==> src/verilog/zcd_pkg.sv <==
package zcd_pkg;

	// ***************************************************
	// Register map (byte addresses, one word each)
	// ***************************************************
	localparam logic [3:0] OFS_CONTROL = 4'h0;
	localparam logic [3:0] OFS_IRQ_FLAG = 4'h4;
	localparam logic [3:0] OFS_IRQ_ENABLE = 4'h8;
	localparam logic [3:0] OFS_STATUS = 4'hC;

	// ***************************************************
	// Control register fields
	// ***************************************************
	localparam int BIT_ENABLE = 7;
	localparam int BIT_LEVEL = 5;
	localparam int BIT_INVERT = 4;
	localparam int BIT_RISE_EN = 1;
	localparam int BIT_FALL_EN = 0;
	// Only these bits hold state; bit 5 reads the live level, the rest read zero
	localparam logic [7:0] CONTROL_WR_MASK = 8'h93;

	// ***************************************************
	// Flag, enable and status register fields
	// ***************************************************
	localparam int BIT_EVENT = 4;
	localparam int BIT_STAT_ACTIVE = 0;
	localparam int BIT_STAT_RAW = 1;
	localparam int BIT_STAT_POR_DIS = 2;
	localparam int BIT_STAT_SLEEP = 3;

	// ***************************************************
	// Reset values and bus answers
	// ***************************************************
	localparam logic [7:0] CONTROL_RESET = 8'h00;
	localparam logic RESET_BIT = 1'b0;
	localparam logic [1:0] RESP_OKAY = 2'b00;
	localparam logic [1:0] RESP_SLVERR = 2'b10;
	localparam int SYNC_STAGES = 2;
	// Edges after release at which the synchronised strap is latched
	localparam logic [1:0] STRAP_CAPTURE_COUNT = 2'h3;
	// Pin starts on ordinary routing
	localparam logic PIN_SEL_RESET = 1'b1;

endpackage : zcd_pkg

==> src/verilog/zcd_top.sv <==
`timescale 1ns/1ps
module zcd_top (
	// System
	input wire logic CLK_SYS,
	input wire logic RST,
	// Configuration strap and power state
	input wire logic POR_DISABLE,
	input wire logic SLEEP,
	// Analog comparator and pin
	input wire logic COMP_SINKING,
	output logic ANALOG_DRIVE_EN,
	output logic PIN_DIGITAL_SEL,
	// Logic cell feed and interrupt
	output logic CROSSING_LEVEL,
	output logic IRQ,
	// AXI4-Lite write address
	input wire logic [3:0] S_AXI_AWADDR,
	input wire logic S_AXI_AWVALID,
	output logic S_AXI_AWREADY,
	// AXI4-Lite write data
	input wire logic [31:0] S_AXI_WDATA,
	input wire logic [3:0] S_AXI_WSTRB,
	input wire logic S_AXI_WVALID,
	output logic S_AXI_WREADY,
	// AXI4-Lite write response
	output logic [1:0] S_AXI_BRESP,
	output logic S_AXI_BVALID,
	input wire logic S_AXI_BREADY,
	// AXI4-Lite read address
	input wire logic [3:0] S_AXI_ARADDR,
	input wire logic S_AXI_ARVALID,
	output logic S_AXI_ARREADY,
	// AXI4-Lite read data
	output logic [31:0] S_AXI_RDATA,
	output logic [1:0] S_AXI_RRESP,
	output logic S_AXI_RVALID,
	input wire logic S_AXI_RREADY
);
	import zcd_pkg::*;

	// ***************************************************
	// Declarations
	// ***************************************************
	logic [7:0] control_r;
	logic event_flag_r;
	logic irq_enable_r;
	logic por_dis_s1_r;
	logic por_dis_r;
	logic por_dis_s2_r;
	logic [1:0] strap_count_r;
	logic sink_sync;
	logic level;
	logic rise;
	logic fall;
	logic active;
	logic [3:0] aw_addr_r;
	logic aw_held_r;
	logic [31:0] w_data_r;
	logic [3:0] w_strb_r;
	logic w_held_r;
	logic wr_fire;
	logic wr_low_lane;
	logic [7:0] wr_byte;
	logic flag_clear;
	logic sleep_s1_r;
	logic sleep_r;
	logic wr_control;
	logic wr_irq_flag;
	logic wr_irq_enable;
	logic [31:0] rd_word;

	// Register address decode, used for read and write
	function automatic logic addr_known(input logic [3:0] a);
		addr_known = (a == OFS_CONTROL) || (a == OFS_IRQ_FLAG) ||
			(a == OFS_IRQ_ENABLE) || (a == OFS_STATUS);
	endfunction : addr_known

	// Write strobe for one register: fired, low lane enabled, address matches
	// Shared by every writable register so all of them honour the byte strobe alike
	function automatic logic write_hit(input logic fire, input logic lane, input logic [3:0] addr,
		input logic [3:0] target);
		write_hit = fire && lane && (addr == target);
	endfunction : write_hit

	// ***************************************************
	// Strap capture
	// ***************************************************
	// Strap is a pin: two flops, then latch once a few edges after release
	// Latching waits until the second stage holds the pin and not its reset value
	// Later strap changes are ignored until the next reset
	always_ff @(posedge CLK_SYS or posedge RST) begin
		if (RST) begin
			por_dis_s1_r <= RESET_BIT;
			por_dis_s2_r <= RESET_BIT;
			por_dis_r <= RESET_BIT;
			strap_count_r <= 2'h0;
		end else begin
			por_dis_s1_r <= POR_DISABLE;
			por_dis_s2_r <= por_dis_s1_r;
			if (strap_count_r != STRAP_CAPTURE_COUNT) begin
				strap_count_r <= strap_count_r + 2'h1;
				por_dis_r <= por_dis_s2_r;
			end
		end
	end

	// Sleep is only reported, it never gates the detector
	always_ff @(posedge CLK_SYS or posedge RST) begin
		if (RST) begin
			sleep_s1_r <= RESET_BIT;
			sleep_r <= RESET_BIT;
		end else begin
			sleep_s1_r <= SLEEP;
			sleep_r <= sleep_s1_r;
		end
	end

	// Strap clear: always on; strap set: enable bit decides
	// Strap not yet taken counts as clear, so detector runs from reset
	assign active = !por_dis_r || control_r[BIT_ENABLE];

	// ***************************************************
	// Comparator path
	// ***************************************************
	zcd_sync u_sync (
		.clk(CLK_SYS),
		.rst(RST),
		.d(COMP_SINKING),
		.q(sink_sync)
	);

	// Polarity applied after sync so an invert write is an edge too
	assign level = sink_sync ^ control_r[BIT_INVERT];

	zcd_edge u_edge (
		.clk(CLK_SYS),
		.rst(RST),
		.level(level),
		.rise(rise),
		.fall(fall)
	);

	// ***************************************************
	// Pin and logic-cell outputs
	// ***************************************************
	// Analog drive owns the pin while the detector runs
	always_ff @(posedge CLK_SYS or posedge RST) begin
		if (RST) begin
			ANALOG_DRIVE_EN <= RESET_BIT;
		end else begin
			ANALOG_DRIVE_EN <= active;
		end
	end

	// Ordinary routing gets the pin back when the detector stops
	// Same source as the drive enable, so the two never overlap in a cycle
	always_ff @(posedge CLK_SYS or posedge RST) begin
		if (RST) begin
			PIN_DIGITAL_SEL <= PIN_SEL_RESET;
		end else begin
			PIN_DIGITAL_SEL <= !active;
		end
	end

	// Level to the logic cells, registered so the cells see no decode glitch
	// Runs even with the detector off, as the invert bit still makes edges
	always_ff @(posedge CLK_SYS or posedge RST) begin
		if (RST) begin
			CROSSING_LEVEL <= RESET_BIT;
		end else begin
			CROSSING_LEVEL <= level;
		end
	end

	// ***************************************************
	// AXI4-Lite write channel
	// ***************************************************
	assign wr_fire = aw_held_r && w_held_r && !S_AXI_BVALID;
	assign wr_low_lane = w_strb_r[0];
	assign wr_byte = w_data_r[7:0];
	assign wr_control = write_hit(wr_fire, wr_low_lane, aw_addr_r, OFS_CONTROL);
	assign wr_irq_flag = write_hit(wr_fire, wr_low_lane, aw_addr_r, OFS_IRQ_FLAG);
	assign wr_irq_enable = write_hit(wr_fire, wr_low_lane, aw_addr_r, OFS_IRQ_ENABLE);
	// Writing a zero leaves the flag alone
	assign flag_clear = wr_irq_flag && wr_byte[BIT_EVENT];

	// Address and data accepted independently, held until the write fires
	// Ready pulses while idle, so a waiting master is taken within two edges
	always_ff @(posedge CLK_SYS or posedge RST) begin
		if (RST) begin
			aw_held_r <= RESET_BIT;
			aw_addr_r <= 4'h0;
			S_AXI_AWREADY <= RESET_BIT;
		end else begin
			S_AXI_AWREADY <= !aw_held_r && !S_AXI_AWREADY;
			if (S_AXI_AWVALID && S_AXI_AWREADY) begin
				aw_held_r <= 1'b1;
				aw_addr_r <= S_AXI_AWADDR;
			end else if (wr_fire) begin
				aw_held_r <= 1'b0;
			end
		end
	end

	always_ff @(posedge CLK_SYS or posedge RST) begin
		if (RST) begin
			w_held_r <= RESET_BIT;
			w_data_r <= 32'h0000_0000;
			w_strb_r <= 4'h0;
			S_AXI_WREADY <= RESET_BIT;
		end else begin
			S_AXI_WREADY <= !w_held_r && !S_AXI_WREADY;
			if (S_AXI_WVALID && S_AXI_WREADY) begin
				w_held_r <= 1'b1;
				w_data_r <= S_AXI_WDATA;
				w_strb_r <= S_AXI_WSTRB;
			end else if (wr_fire) begin
				w_held_r <= 1'b0;
			end
		end
	end

	// Response one cycle after both halves are in
	always_ff @(posedge CLK_SYS or posedge RST) begin
		if (RST) begin
			S_AXI_BVALID <= RESET_BIT;
			S_AXI_BRESP <= RESP_OKAY;
		end else begin
			if (wr_fire) begin
				S_AXI_BVALID <= 1'b1;
				S_AXI_BRESP <= addr_known(aw_addr_r) ? RESP_OKAY : RESP_SLVERR;
			end else if (S_AXI_BREADY) begin
				S_AXI_BVALID <= 1'b0;
			end
		end
	end

	// ***************************************************
	// Control and enable registers
	// ***************************************************
	// Unimplemented and read-only bits never store a value
	always_ff @(posedge CLK_SYS or posedge RST) begin
		if (RST) begin
			control_r <= CONTROL_RESET;
		end else if (wr_control) begin
			control_r <= wr_byte & CONTROL_WR_MASK;
		end
	end

	always_ff @(posedge CLK_SYS or posedge RST) begin
		if (RST) begin
			irq_enable_r <= RESET_BIT;
		end else if (wr_irq_enable) begin
			irq_enable_r <= wr_byte[BIT_EVENT];
		end
	end

	// ***************************************************
	// Event flag and interrupt
	// ***************************************************
	// Set beats clear so an edge during the clear is kept
	always_ff @(posedge CLK_SYS or posedge RST) begin
		if (RST) begin
			event_flag_r <= RESET_BIT;
		end else if ((rise && control_r[BIT_RISE_EN]) || (fall && control_r[BIT_FALL_EN])) begin
			event_flag_r <= 1'b1;
		end else if (flag_clear) begin
			event_flag_r <= 1'b0;
		end
	end

	// Upstream global enables live outside this block
	always_ff @(posedge CLK_SYS or posedge RST) begin
		if (RST) begin
			IRQ <= RESET_BIT;
		end else begin
			IRQ <= event_flag_r && irq_enable_r;
		end
	end

	// ***************************************************
	// Read data select
	// ***************************************************
	// Word chosen from the offered address; unmapped offsets read zero
	// Read-only bits come from live state, never from a stored copy
	always_comb begin
		rd_word = 32'h0000_0000;
		unique case (S_AXI_ARADDR)
			OFS_CONTROL: begin
				rd_word[7:0] = control_r;
				rd_word[BIT_LEVEL] = level;
			end
			OFS_IRQ_FLAG: rd_word[BIT_EVENT] = event_flag_r;
			OFS_IRQ_ENABLE: rd_word[BIT_EVENT] = irq_enable_r;
			OFS_STATUS: begin
				rd_word[BIT_STAT_ACTIVE] = active;
				rd_word[BIT_STAT_RAW] = sink_sync;
				rd_word[BIT_STAT_POR_DIS] = por_dis_r;
				rd_word[BIT_STAT_SLEEP] = sleep_r;
			end
			default: rd_word = 32'h0000_0000;
		endcase
	end

	// ***************************************************
	// AXI4-Lite read channel
	// ***************************************************
	// Ready drops while an answer is pending, so one read at a time
	// Data is captured at the address handshake and held until taken
	always_ff @(posedge CLK_SYS or posedge RST) begin
		if (RST) begin
			S_AXI_ARREADY <= RESET_BIT;
			S_AXI_RVALID <= RESET_BIT;
			S_AXI_RDATA <= 32'h0000_0000;
			S_AXI_RRESP <= RESP_OKAY;
		end else begin
			S_AXI_ARREADY <= !S_AXI_RVALID && !S_AXI_ARREADY;
			if (S_AXI_ARVALID && S_AXI_ARREADY) begin
				S_AXI_ARREADY <= 1'b0;
				S_AXI_RVALID <= 1'b1;
				S_AXI_RRESP <= addr_known(S_AXI_ARADDR) ? RESP_OKAY : RESP_SLVERR;
				S_AXI_RDATA <= rd_word;
			end else if (S_AXI_RVALID && S_AXI_RREADY) begin
				S_AXI_RVALID <= 1'b0;
			end
		end
	end

endmodule : zcd_top

==> src/verilog/zcd_sync.sv <==
`timescale 1ns/1ps
// Two-stage level synchroniser; first stage feeds only the second
module zcd_sync (
	// Clock and reset
	input wire logic clk,
	input wire logic rst,
	// Level
	input wire logic d,
	output logic q
);
	import zcd_pkg::*;

	logic meta_r;

	// Metastability guard chain
	always_ff @(posedge clk or posedge rst) begin
		if (rst) begin
			meta_r <= RESET_BIT;
			q <= RESET_BIT;
		end else begin
			meta_r <= d;
			q <= meta_r;
		end
	end

endmodule : zcd_sync

==> src/verilog/zcd_edge.sv <==
`timescale 1ns/1ps
// Rising and falling edge detectors on the logic level
module zcd_edge (
	// Clock and reset
	input wire logic clk,
	input wire logic rst,
	// Level in, one-cycle pulses out
	input wire logic level,
	output logic rise,
	output logic fall
);
	import zcd_pkg::*;

	logic prev_r;

	// Previous level
	always_ff @(posedge clk or posedge rst) begin
		if (rst) begin
			prev_r <= RESET_BIT;
		end else begin
			prev_r <= level;
		end
	end

	// Edges compare against last cycle
	assign rise = level & ~prev_r;
	assign fall = ~level & prev_r;

endmodule : zcd_edge

==> config.mk <==
export PLATFORM = sky130hd
export DESIGN_NAME = zcd_top
export DESIGN_NICKNAME = d
export VERILOG_FILES = /design/src/verilog/zcd_pkg.sv /design/src/verilog/zcd_top.sv /design/src/verilog/zcd_sync.sv /design/src/verilog/zcd_edge.sv
export SDC_FILE = /design/constraint.sdc
export NUM_CORES = 1
export LEC_CHECK = 0
export BUFFER_PORTS_ARGS = -buffer_cell sky130_fd_sc_hd__buf_2
export CORE_ASPECT_RATIO = 1.25
export CORE_MARGIN = 3
export CORE_UTILIZATION = 48
export CTS_CLUSTER_SIZE = 24
export DETAILED_ROUTE_END_ITERATION = 10
export GPL_TIMING_DRIVEN = 0
export PLACE_DENSITY_LB_ADDON = 0.25
export SYNTH_ARGS = -nofsm -noshare
export SYNTH_HDL_FRONTEND = slang
export SYNTH_HIERARCHICAL = 1
export SYNTH_SLANG_ARGS = --single-unit
==> constraint.sdc <==
create_clock -name CLK_SYS -period 3.7 [get_ports CLK_SYS]
set_input_delay 1.11 -clock CLK_SYS [delete_from_list [all_inputs] [get_ports CLK_SYS]]
set_output_delay 1.11 -clock CLK_SYS [all_outputs]
set_load 0.02 [all_outputs]
==> results of run 1 <==
[final timing paths]
path                       slack, ns                           end
setup / recovery                1.64               PIN_DIGITAL_SEL
hold / removal                  0.35            u_sync/q$_DFF_PP0_
setup reg to reg                1.90      control_r[4]$_DFFE_PP0P_
hold reg to reg                 0.35            u_sync/q$_DFF_PP0_
max in group asynchronous       2.17  strap_count_r[1]$_DFFE_PP0P_
min in group asynchronous       0.67       u_edge/prev_r$_DFF_PP0_
[logic make-up after synthesis]
family,synth area share [%]
compound gates,6.38
simple gates,9.38
mux,10.4
buf+inv,12.2
flops,59.9
fa+ha+maj,0.665
other cells,0.199
xor+xnor,0.931
[final cells by class]
| class | instances | area [sq um] | share of cell area (%) |
|---|---|---|---|
| flip-flops and latches | 45 | 1130 | 48.5 |
| multi-input cells | 92 | 623 | 26.8 |
| plain buffers | 27 | 203 | 8.72 |
| repair buffers | 40 | 200 | 8.61 |
| clock buffers | 8 | 80.1 | 3.44 |
| well taps | 52 | 65.1 | 2.80 |
| inverters | 7 | 26.3 | 1.13 |
[synth_stat cells, types with 3 or more instances]
| library cell | n |
|---|---|
| inv_1 | 7 |
| nor3_1 | 4 |
| o21ai_0 | 5 |
| nor2b_1 | 3 |
| mux2_2 | 12 |
| buf_4 | 27 |
| nand2_1 | 8 |
| dfrtp_1 | 44 |
| nor2_1 | 6 |
| mux2_4 | 4 |
| a22o_1 | 4 |
| a221o_1 | 3 |
[per-layer routing]
layer | part of all wire [%] | vias to the layer above
met2 | 52 | 60
met4 | 1.8 | 0
met5 | 0 | -
met1 | 37 | 576
met3 | 8.7 | 7
li1 | - | 587
[flip-flops by register name (all words and copies together), names as in the netlist, 2 cells and up]
| register | count |
|---|---|
| S_AXI_RDATA | 7 |
| aw_addr_r | 4 |
| control_r | 4 |
| w_data_r | 4 |
| strap_count_r | 2 |
[metrics by stage]
stage / utilization (%) / hold WS [ns] / setup slack (ns) / total power, uW / cell area [sq um]
floorplan: - / 0.331 / 1.62 / 1060 / 1980
global placement: 61.8 / 0.334 / 1.16 / 1170 / 2240
detailed placement: 61.8 / 0.341 / 1.56 / 1200 / 2240
CTS: 64.0 / 0.358 / 1.63 / 1480 / 2320
global route: 64.0 / 0.361 / 1.60 / 1570 / 2320
finish: 64.0 / 0.354 / 1.64 / 1460 / 2320
[where the power goes]
part	switching, uW	leakage, uW	internal, uW
combinational	224	0.000641	201
sequential	111	0.000548	646
clock	142	0.0000395	134
==> impl_metrics.tcl, run 1 <==
set metrics [dict create \
    met3_usage_pct 4.07 \
    grt_usage_pct 15.0 \
    num_vias 1230 \
    reg2reg_from "aw_addr_r[1]$_DFFE_PP0P_" \
    place_inst 263 \
    cts_setup_buffers 0 \
    io_buffers 40 \
    drv_slew 0 \
    rsz0062_at_grt "no" \
    synth_area_leaders "dfrtp_1, buf_4, mux2_2" \
    finalHoldViolations 0 \
    grt_use_met1_pct 16.9 \
    synth_top_area_share_pct 58.5 \
    cp_top_family "flip-flops" \
    fin_crit_sh_pct 55.5 \
    critical-path-max-stage-delay_ns 0.51 \
    antenna_found_initial 0 \
    cts-resized-gates 0 \
    cts_tree "built" \
    dr.first_iter.drc_count 40 \
    clkSlewWorstSetupHoldPaths_ns 0.07 \
    tightest_slew_ns 0.837 \
    power.leakage_uw 0.00123 \
    irDropWorstVdd_uv 435 \
    clockBufferDepth 2 \
    htreeDepth 2 \
    grt_pass1_wl_um 5300 \
    drtAntennaViolNets 0 \
    ys_async_sr_fraction_pct 100 \
    worstHoldStart "u_sync/meta_r$_DFF_PP0_" \
    relSlewSlack_pct 44.1 \
    wl_per_cell_um 11.9 \
    root_buffer "clkbuf_8" \
    die_x_um 62.0 \
    avgSynthCellArea_sq_um 13.0 \
    status "complete, no violations" \
    hpwl_um 2550 \
    syn_inst 145 \
    diodes 0 \
    instances_no_fill 271 \
    synth_seq_area_share_pct 59.9 \
    synth_edf_count 0 \
    vias_per_cell 4.54 \
    insertion_delay_ns 0.28 \
    grt_util_met2_pct 25.4 \
    synth_area_sq_um 1880 \
    num_rows 24 \
    cts_buffers 5 \
    critPathLaunchType "register" \
    setup_tns_ns 0 \
    cp_num_buf_inv 1 \
    cp_data_required_time_ns 2.59 \
    finalWorstPathRequiredPeriod_ns 2.06 \
    start_util_pct 51.8 \
    cp.depth 1 \
    finalSetupViolations 0 \
    crit_chain "buf_2" \
    arrival_ns 0.95 \
    yosysUniqueCellTypes 30 \
    grt_pass1_vias 1223 \
    drc 0 \
    drtPass1Iterations 4 \
    crit_type "reg2out" \
    area_delta_synth_final_pct 23.5 \
    crit_slowest_cell "dfstp_2" \
    pin_count 99 \
    gr-total-overflow 0 \
    max_freq_mhz 487 \
    dieArea_sq_um 4710 \
    grt_max_degree 43 \
    layout_commonest_cell "dfrtp_1" \
    hold_path_class "reg2reg" \
    busiest_layer "met2" \
    fillers 300 \
    synth_flop_cell "dfrtp_1" \
    hold_depth 0 \
    fp.dieH_um 76.0 \
    hold_buffers 0 \
    routed_wirelength_um 3240 \
    yosys_warnings 6 \
    clock_sink_count 45 \
    drive_gt1_share_pct 42.9 \
    ff2ff_path_depth 3 \
    cp_max_fo 1 \
    drv_cap 0 \
    place.gp.congestion 0.790 \
    endpoint_kind "output pin" \
    nets 273 \
    fin_skew_ns 0.00291 \
    yosysTopAreaCell "dfrtp_1" \
    ys_ff_latch 45 \
    crit_start "PIN_DIGITAL_SEL$_DFF_PP1_" \
    final_cell_mix "dfrtp_1, buf_2, buf_4, conb_1, mux2_2" \
    p_per_area_nw_per_um2 627 \
    core-area_sq_um 3630 \
]
(Power assumes the default switching activity.)
==> run 2, diff against run 1 <==
Settings changed: CORE_UTILIZATION 48 to 40.
Clock period 3.7 ns to 1.7 ns, I/O delays scaled along.
==> run 2 against run 1 <==
  * Clock skew up 0.0021 ns
  * Clock power grew to 3.4 times the previous value
  * The flow now finishes with violations (setup timing)
  * Critical path type is now reg2reg
  * Total power increased by 150%
  * Critical endpoint is now control_r[7]$_DFFE_PP0P_
  * Sequential share of layout area down 2.1 points
  * Die area up 18%
  * Register-to-register slack worse by 2.0 ns
  * Core utilization is 9.5 points lower
  * Combinational power grew 140%
  * Highest routed layer unchanged
  * First-iteration DRC count increased by 50%
  * Via count down 1.7%
==> impl_metrics.tcl, run 2 (synthesis results as in run 1) <==
set metrics [dict create \
    hpwl_um 2450 \
    tightest_slew_ns 0.833 \
    num_vias 1209 \
    vias_per_cell 4.32 \
    diodes 0 \
    crit_start "aw_addr_r[1]$_DFFE_PP0P_" \
    grt_pass1_wl_um 5130 \
    cp.depth 3 \
    die_x_um 67.4 \
    cp_max_fo 4 \
    cts_buffers 5 \
    drive_gt1_share_pct 45.5 \
    postPlaceCellArea_sq_um 2250 \
    drv_slew 0 \
    htreeDepth 2 \
    finalHoldViolations 0 \
    cts_tree "built" \
    reg2reg_from "aw_addr_r[1]$_DFFE_PP0P_" \
    antenna_found_initial 0 \
    drtAntennaViolNets 0 \
    clock_sink_count 45 \
    cp_top_family "simple AND/OR/NAND/NOR gates" \
    violations "setup timing" \
    fp.dieH_um 82.7 \
    route.met3.wl_um 323 \
    grt_max_degree 43 \
    p_total_uw 3580 \
    place_ws_ns -0.0963 \
    insertion_delay_ns 0.29 \
    clkSlewWorstSetupHoldPaths_ns 0.08 \
    status "finished with violations" \
    cp_num_buf_inv 0 \
    grt_pass1_vias 1132 \
    ff2ff_path_depth 3 \
    met1_length_um 1300 \
    finalSetupViolations 4 \
    rsz0062_at_grt "yes" \
    p_per_area_nw_per_um2 1470 \
    grt_usage_pct 12.6 \
    drv_cap 0 \
    multi_input_area_sq_um 641 \
    r2r_slack_ns -0.06 \
    hold_path_class "in2async" \
    pin_count 99 \
    max_freq_mhz 567 \
    whs_ns 0.0598 \
    wl_per_cell_um 11.4 \
    num_rows 27 \
    fillers 424 \
    core-area_sq_um 4460 \
    final_cell_mix "dfrtp_1, buf_2, buf_4, conb_1, mux2_2" \
    layout_commonest_cell "dfrtp_1" \
    critPathLaunchType "register" \
    layout_setup_ws_ns -0.0634 \
    drtPass1Iterations 4 \
    largest_reg_flops 7 \
    clockBufferDepth 2 \
    gr-total-overflow 0 \
    fin_skew_ns 0.00498 \
    largest-register "S_AXI_RDATA" \
    critical-path-max-stage-delay_ns 0.54 \
    relSlewSlack_pct 44.4 \
    endpoint_kind "register" \
    finalInstanceArea_sq_um 2430 \
    cp_data_required_time_ns 1.89 \
    setup_tns_ns -0.248 \
    routed_wirelength_um 3200 \
    regToRegEndpoint "control_r[7]$_DFFE_PP0P_" \
    start_util_pct 42.2 \
    area_delta_synth_final_pct 29.1 \
    arrival_ns 1.95 \
    root_buffer "clkbuf_8" \
    fin_crit_sh_pct 104 \
    dieArea_sq_um 5570 \
    power.leakage_uw 0.00128 \
    crit_slowest_cell "or4b_4" \
    highest_layer "met4" \
    finalWorstPathRequiredPeriod_ns 1.76 \
    io_buffers 40 \
    place.gp.congestion 0.695 \
    crit_chain "or4b_4 > or3_4 > mux2_4" \
    regArea_sq_um 1130 \
    irDropWorstVdd_uv 1150 \
    wl_met2_um 1520 \
    drc 0 \
    dr.first_iter.drc_count 60 \
    nets 276 \
    crit_type "reg2reg" \
]
## run 2: cell count changes in the layout (fill, tap and decap cells not counted), sizes merged
cell,delta
clkinv,+1
bufinv,+2
buf,+3
clkbuf,-3
## run 2: area by class of cell
class | instances | share of cell area (%)
Inverter | 7 | 1.08
Sequential cell | 45 | 46.4
Clock buffer | 5 | 2.83
Tap cell | 58 | 2.99
Multi-Input combinational cell | 92 | 26.4
Clock inverter | 3 | 2.68
Buffer | 27 | 8.34
Timing Repair Buffer | 43 | 9.32
## run 2: where the power goes
part | leakage (uW) | switching (uW) | internal [uW] | total, uW
Clock | 0.0000681 | 348 | 583 | 931
Sequential | 0.000548 | 228 | 1410 | 1630
Combinational | 0.000668 | 518 | 498 | 1020
## run 2: routing by layer
layer	vias up	track usage, %
li1	594	-
met1	557	13.6
met2	53	21.6
met3	5	4.87
met4	0	5.48
met5	-	0
## run 2: how the worst max path moves through the flow
| stage | end | slack, ns |
|---|---|---|
| finish | control_r[7]$_DFFE_PP0P_ | -0.06 |
| global route | control_r[0]$_DFFE_PP0P_ | -0.1 |
| CTS | control_r[4]$_DFFE_PP0P_ | -0.09 |
| detailed placement | control_r[4]$_DFFE_PP0P_ | -0.1 |
| global placement | S_AXI_RDATA[3]$_DFFE_PP0P_ | -0.35 |
| floorplan | control_r[0]$_DFFE_PP0P_ | -0.04 |
## run 2: per-stage QoR
stage / util [%] / instances
floorplan: - / 171
global placement: 50.5 / 269
detailed placement: 50.5 / 269
CTS: 54.0 / 279
global route: 54.5 / 280
finish: 54.5 / 280
## run 2: what timing repair did
| action | 4_1_cts | 5_1_grt |
|---|---|---|
| pin swaps | 2 | 4 |
| resized for setup | 1 | 4 |
| endpoints found under the setup margin | 4 | 5 |
| hold buffers | 0 | 0 |
| cloned | 0 | 0 |
| setup buffers | 2 | 1 |
==> run 3, diff against run 2 <==
Settings changed: CELL_PAD_IN_SITES_DETAIL_PLACEMENT set to 1, CELL_PAD_IN_SITES_GLOBAL_PLACEMENT set to 1, CORE_UTILIZATION 40 to 30, GPL_TIMING_DRIVEN 0 to not set.
==> run 3 against run 2 <==
  * The run still ends with setup timing left
  * Core utilization down 17 points
  * Setup slack got worse by 0.0022 ns
  * Sequential cell count is the same
  * Global-route usage fell by 2.2 points
  * Non-clock buffer count decreased by 23
  * Wire length up 13%
  * Critical path type unchanged
==> impl_metrics.tcl, run 3 (synthesis results as in run 1) <==
set metrics [dict create \
    status "finished with violations" \
    violations "setup timing" \
    place.gp.congestion 0.799 \
    largest-register "S_AXI_RDATA" \
    clkSlewWorstSetupHoldPaths_ns 0.08 \
    met1_length_um 1440 \
    r2r_slack_ns -0.07 \
    fin_crit_sh_pct 104 \
    reg2reg_from "aw_addr_r[3]$_DFFE_PP0P_" \
    drv_slew 0 \
    finalSetupViolations 4 \
    max_freq_mhz 566 \
    p_int_uw 2300 \
    diodes 0 \
    cts_tree "built" \
    dieArea_sq_um 7270 \
    p_per_area_nw_per_um2 1510 \
    fin_skew_ns 0.0118 \
    hold_buffers 0 \
    num_rows 31 \
    insertion_delay_ns 0.30 \
    routed_wirelength_um 3610 \
    grt_pass1_vias 1208 \
    dr.first_iter.drc_count 66 \
    multi_input_area_sq_um 632 \
    root_buffer "clkbuf_8" \
    drtPass1Iterations 2 \
    cp_max_fo 4 \
    p_sw_uw 1100 \
    arrival_ns 1.95 \
    finalWorstPathRequiredPeriod_ns 1.77 \
    drv_cap 0 \
    crit_type "reg2reg" \
    antenna_found_initial 0 \
    hpwl_um 2860 \
    io_buffers 40 \
    wl_met2_um 1840 \
    htreeDepth 2 \
    finalInstanceArea_sq_um 2250 \
    clockPowerShare_pct 23.3 \
    crit_chain "or4b_4 > or3_4 > mux2_4" \
    combPwrFrac_pct 28.4 \
    regArea_sq_um 1130 \
    ff2ff_path_depth 3 \
    endpoint_kind "register" \
    route.met3.wl_um 268 \
    highest_layer "met4" \
    fp.dieH_um 94.6 \
    drive_gt1_share_pct 38.2 \
    swShare_pct 32.3 \
    crit_slowest_cell "or4b_4" \
    power_frac_seq_pct 48.3 \
    grt_usage_pct 10.4 \
    cts_buffers 5 \
    cp_data_required_time_ns 1.88 \
    num_vias 1171 \
    pin_count 99 \
    start_util_pct 31.7 \
    critical-path-max-stage-delay_ns 0.54 \
    area_delta_synth_final_pct 19.5 \
    vias_per_cell 4.17 \
    layout_setup_ws_ns -0.0656 \
    clock_sink_count 45 \
    regToRegEndpoint "control_r[4]$_DFFE_PP0P_" \
    final_cell_mix "dfrtp_1, buf_2, conb_1, mux2_2, nand2_1" \
    irDropWorstVdd_uv 756 \
    power.leakage_uw 0.00113 \
    postPlaceCellArea_sq_um 2120 \
    drtAntennaViolNets 0 \
    fillers 666 \
    clockBufferDepth 2 \
    gr-total-overflow 0 \
    core-area_sq_um 5930 \
    wl_per_cell_um 12.9 \
    critPathLaunchType "register" \
    layout_commonest_cell "dfrtp_1" \
    drc 0 \
    hold_path_class "in2async" \
    finalHoldViolations 0 \
    nets 253 \
    rsz0062_at_grt "yes" \
    largest_reg_flops 7 \
    setup_tns_ns -0.229 \
    grt_max_degree 27 \
    grt_pass1_wl_um 5860 \
    die_x_um 76.8 \
]
run 3: worst max-delay path: cells and delay by family (launching register included):
family	cells	cell delay [ns]
AND/OR/NAND/NOR	2	0.97
flip-flops	1	0.39
multiplexers	1	0.31
run 3: final cells by class:
class	count	share of cell area, %
flip-flops and latches	45	50.1
repair buffers	47	11.2
multi-input cells	92	28.1
inverters	7	1.17
clock inverters	2	1.56
well taps	82	4.56
clock buffers	6	3.23
run 3: worst max path at each step:
| stage | start | endpoint | cells after the start |
|---|---|---|---|
| floorplan | aw_addr_r[1]$_DFFE_PP0P_ | control_r[0]$_DFFE_PP0P_ | 3 |
| global placement | aw_addr_r[1]$_DFFE_PP0P_ | control_r[4]$_DFFE_PP0P_ | 3 |
| detailed placement | aw_addr_r[1]$_DFFE_PP0P_ | control_r[4]$_DFFE_PP0P_ | 3 |
| CTS | aw_addr_r[3]$_DFFE_PP0P_ | control_r[4]$_DFFE_PP0P_ | 3 |
| global route | aw_addr_r[3]$_DFFE_PP0P_ | control_r[0]$_DFFE_PP0P_ | 3 |
| finish | aw_addr_r[3]$_DFFE_PP0P_ | control_r[4]$_DFFE_PP0P_ | 3 |
run 3: repair_timing:
action,4_1_cts,5_1_grt
setup buffers,1,0
setup endpoints to repair,4,5
pin swaps,2,1
gates resized for setup,1,1
run 3: power by group through the flow:
stage          registers [uW]  clock network [uW]  logic, uW
2_1_floorplan            1760                   0        549
3_3_place_gp             1650                   0        931
3_5_place_dp             1670                   0        955
4_1_cts                  1650                 823        979
5_1_grt                  1700                 865       1070
6_report                 1640                 791        965
run 3: per-layer routing:
metal,vias to the layer above,global-route usage (%)
met5,-,0
met4,0,4.53
met3,6,3.24
met2,44,17.7
met1,573,12.0
li1,548,-
run 3: through the flow:
step                power [uW]  std cells  hold slack (ns)  worst slack [ns]  utilization (%)
floorplan                 2310        171            0.239           -0.0393                -
global placement          2580        272            0.337           -0.0629             35.8
detailed placement        2620        272            0.337           -0.0765             35.8
CTS                       3450        281           0.0370           -0.0856             37.8
global route              3630        281           0.0442            -0.106             37.9
finish                    3390        281           0.0553           -0.0656             37.9
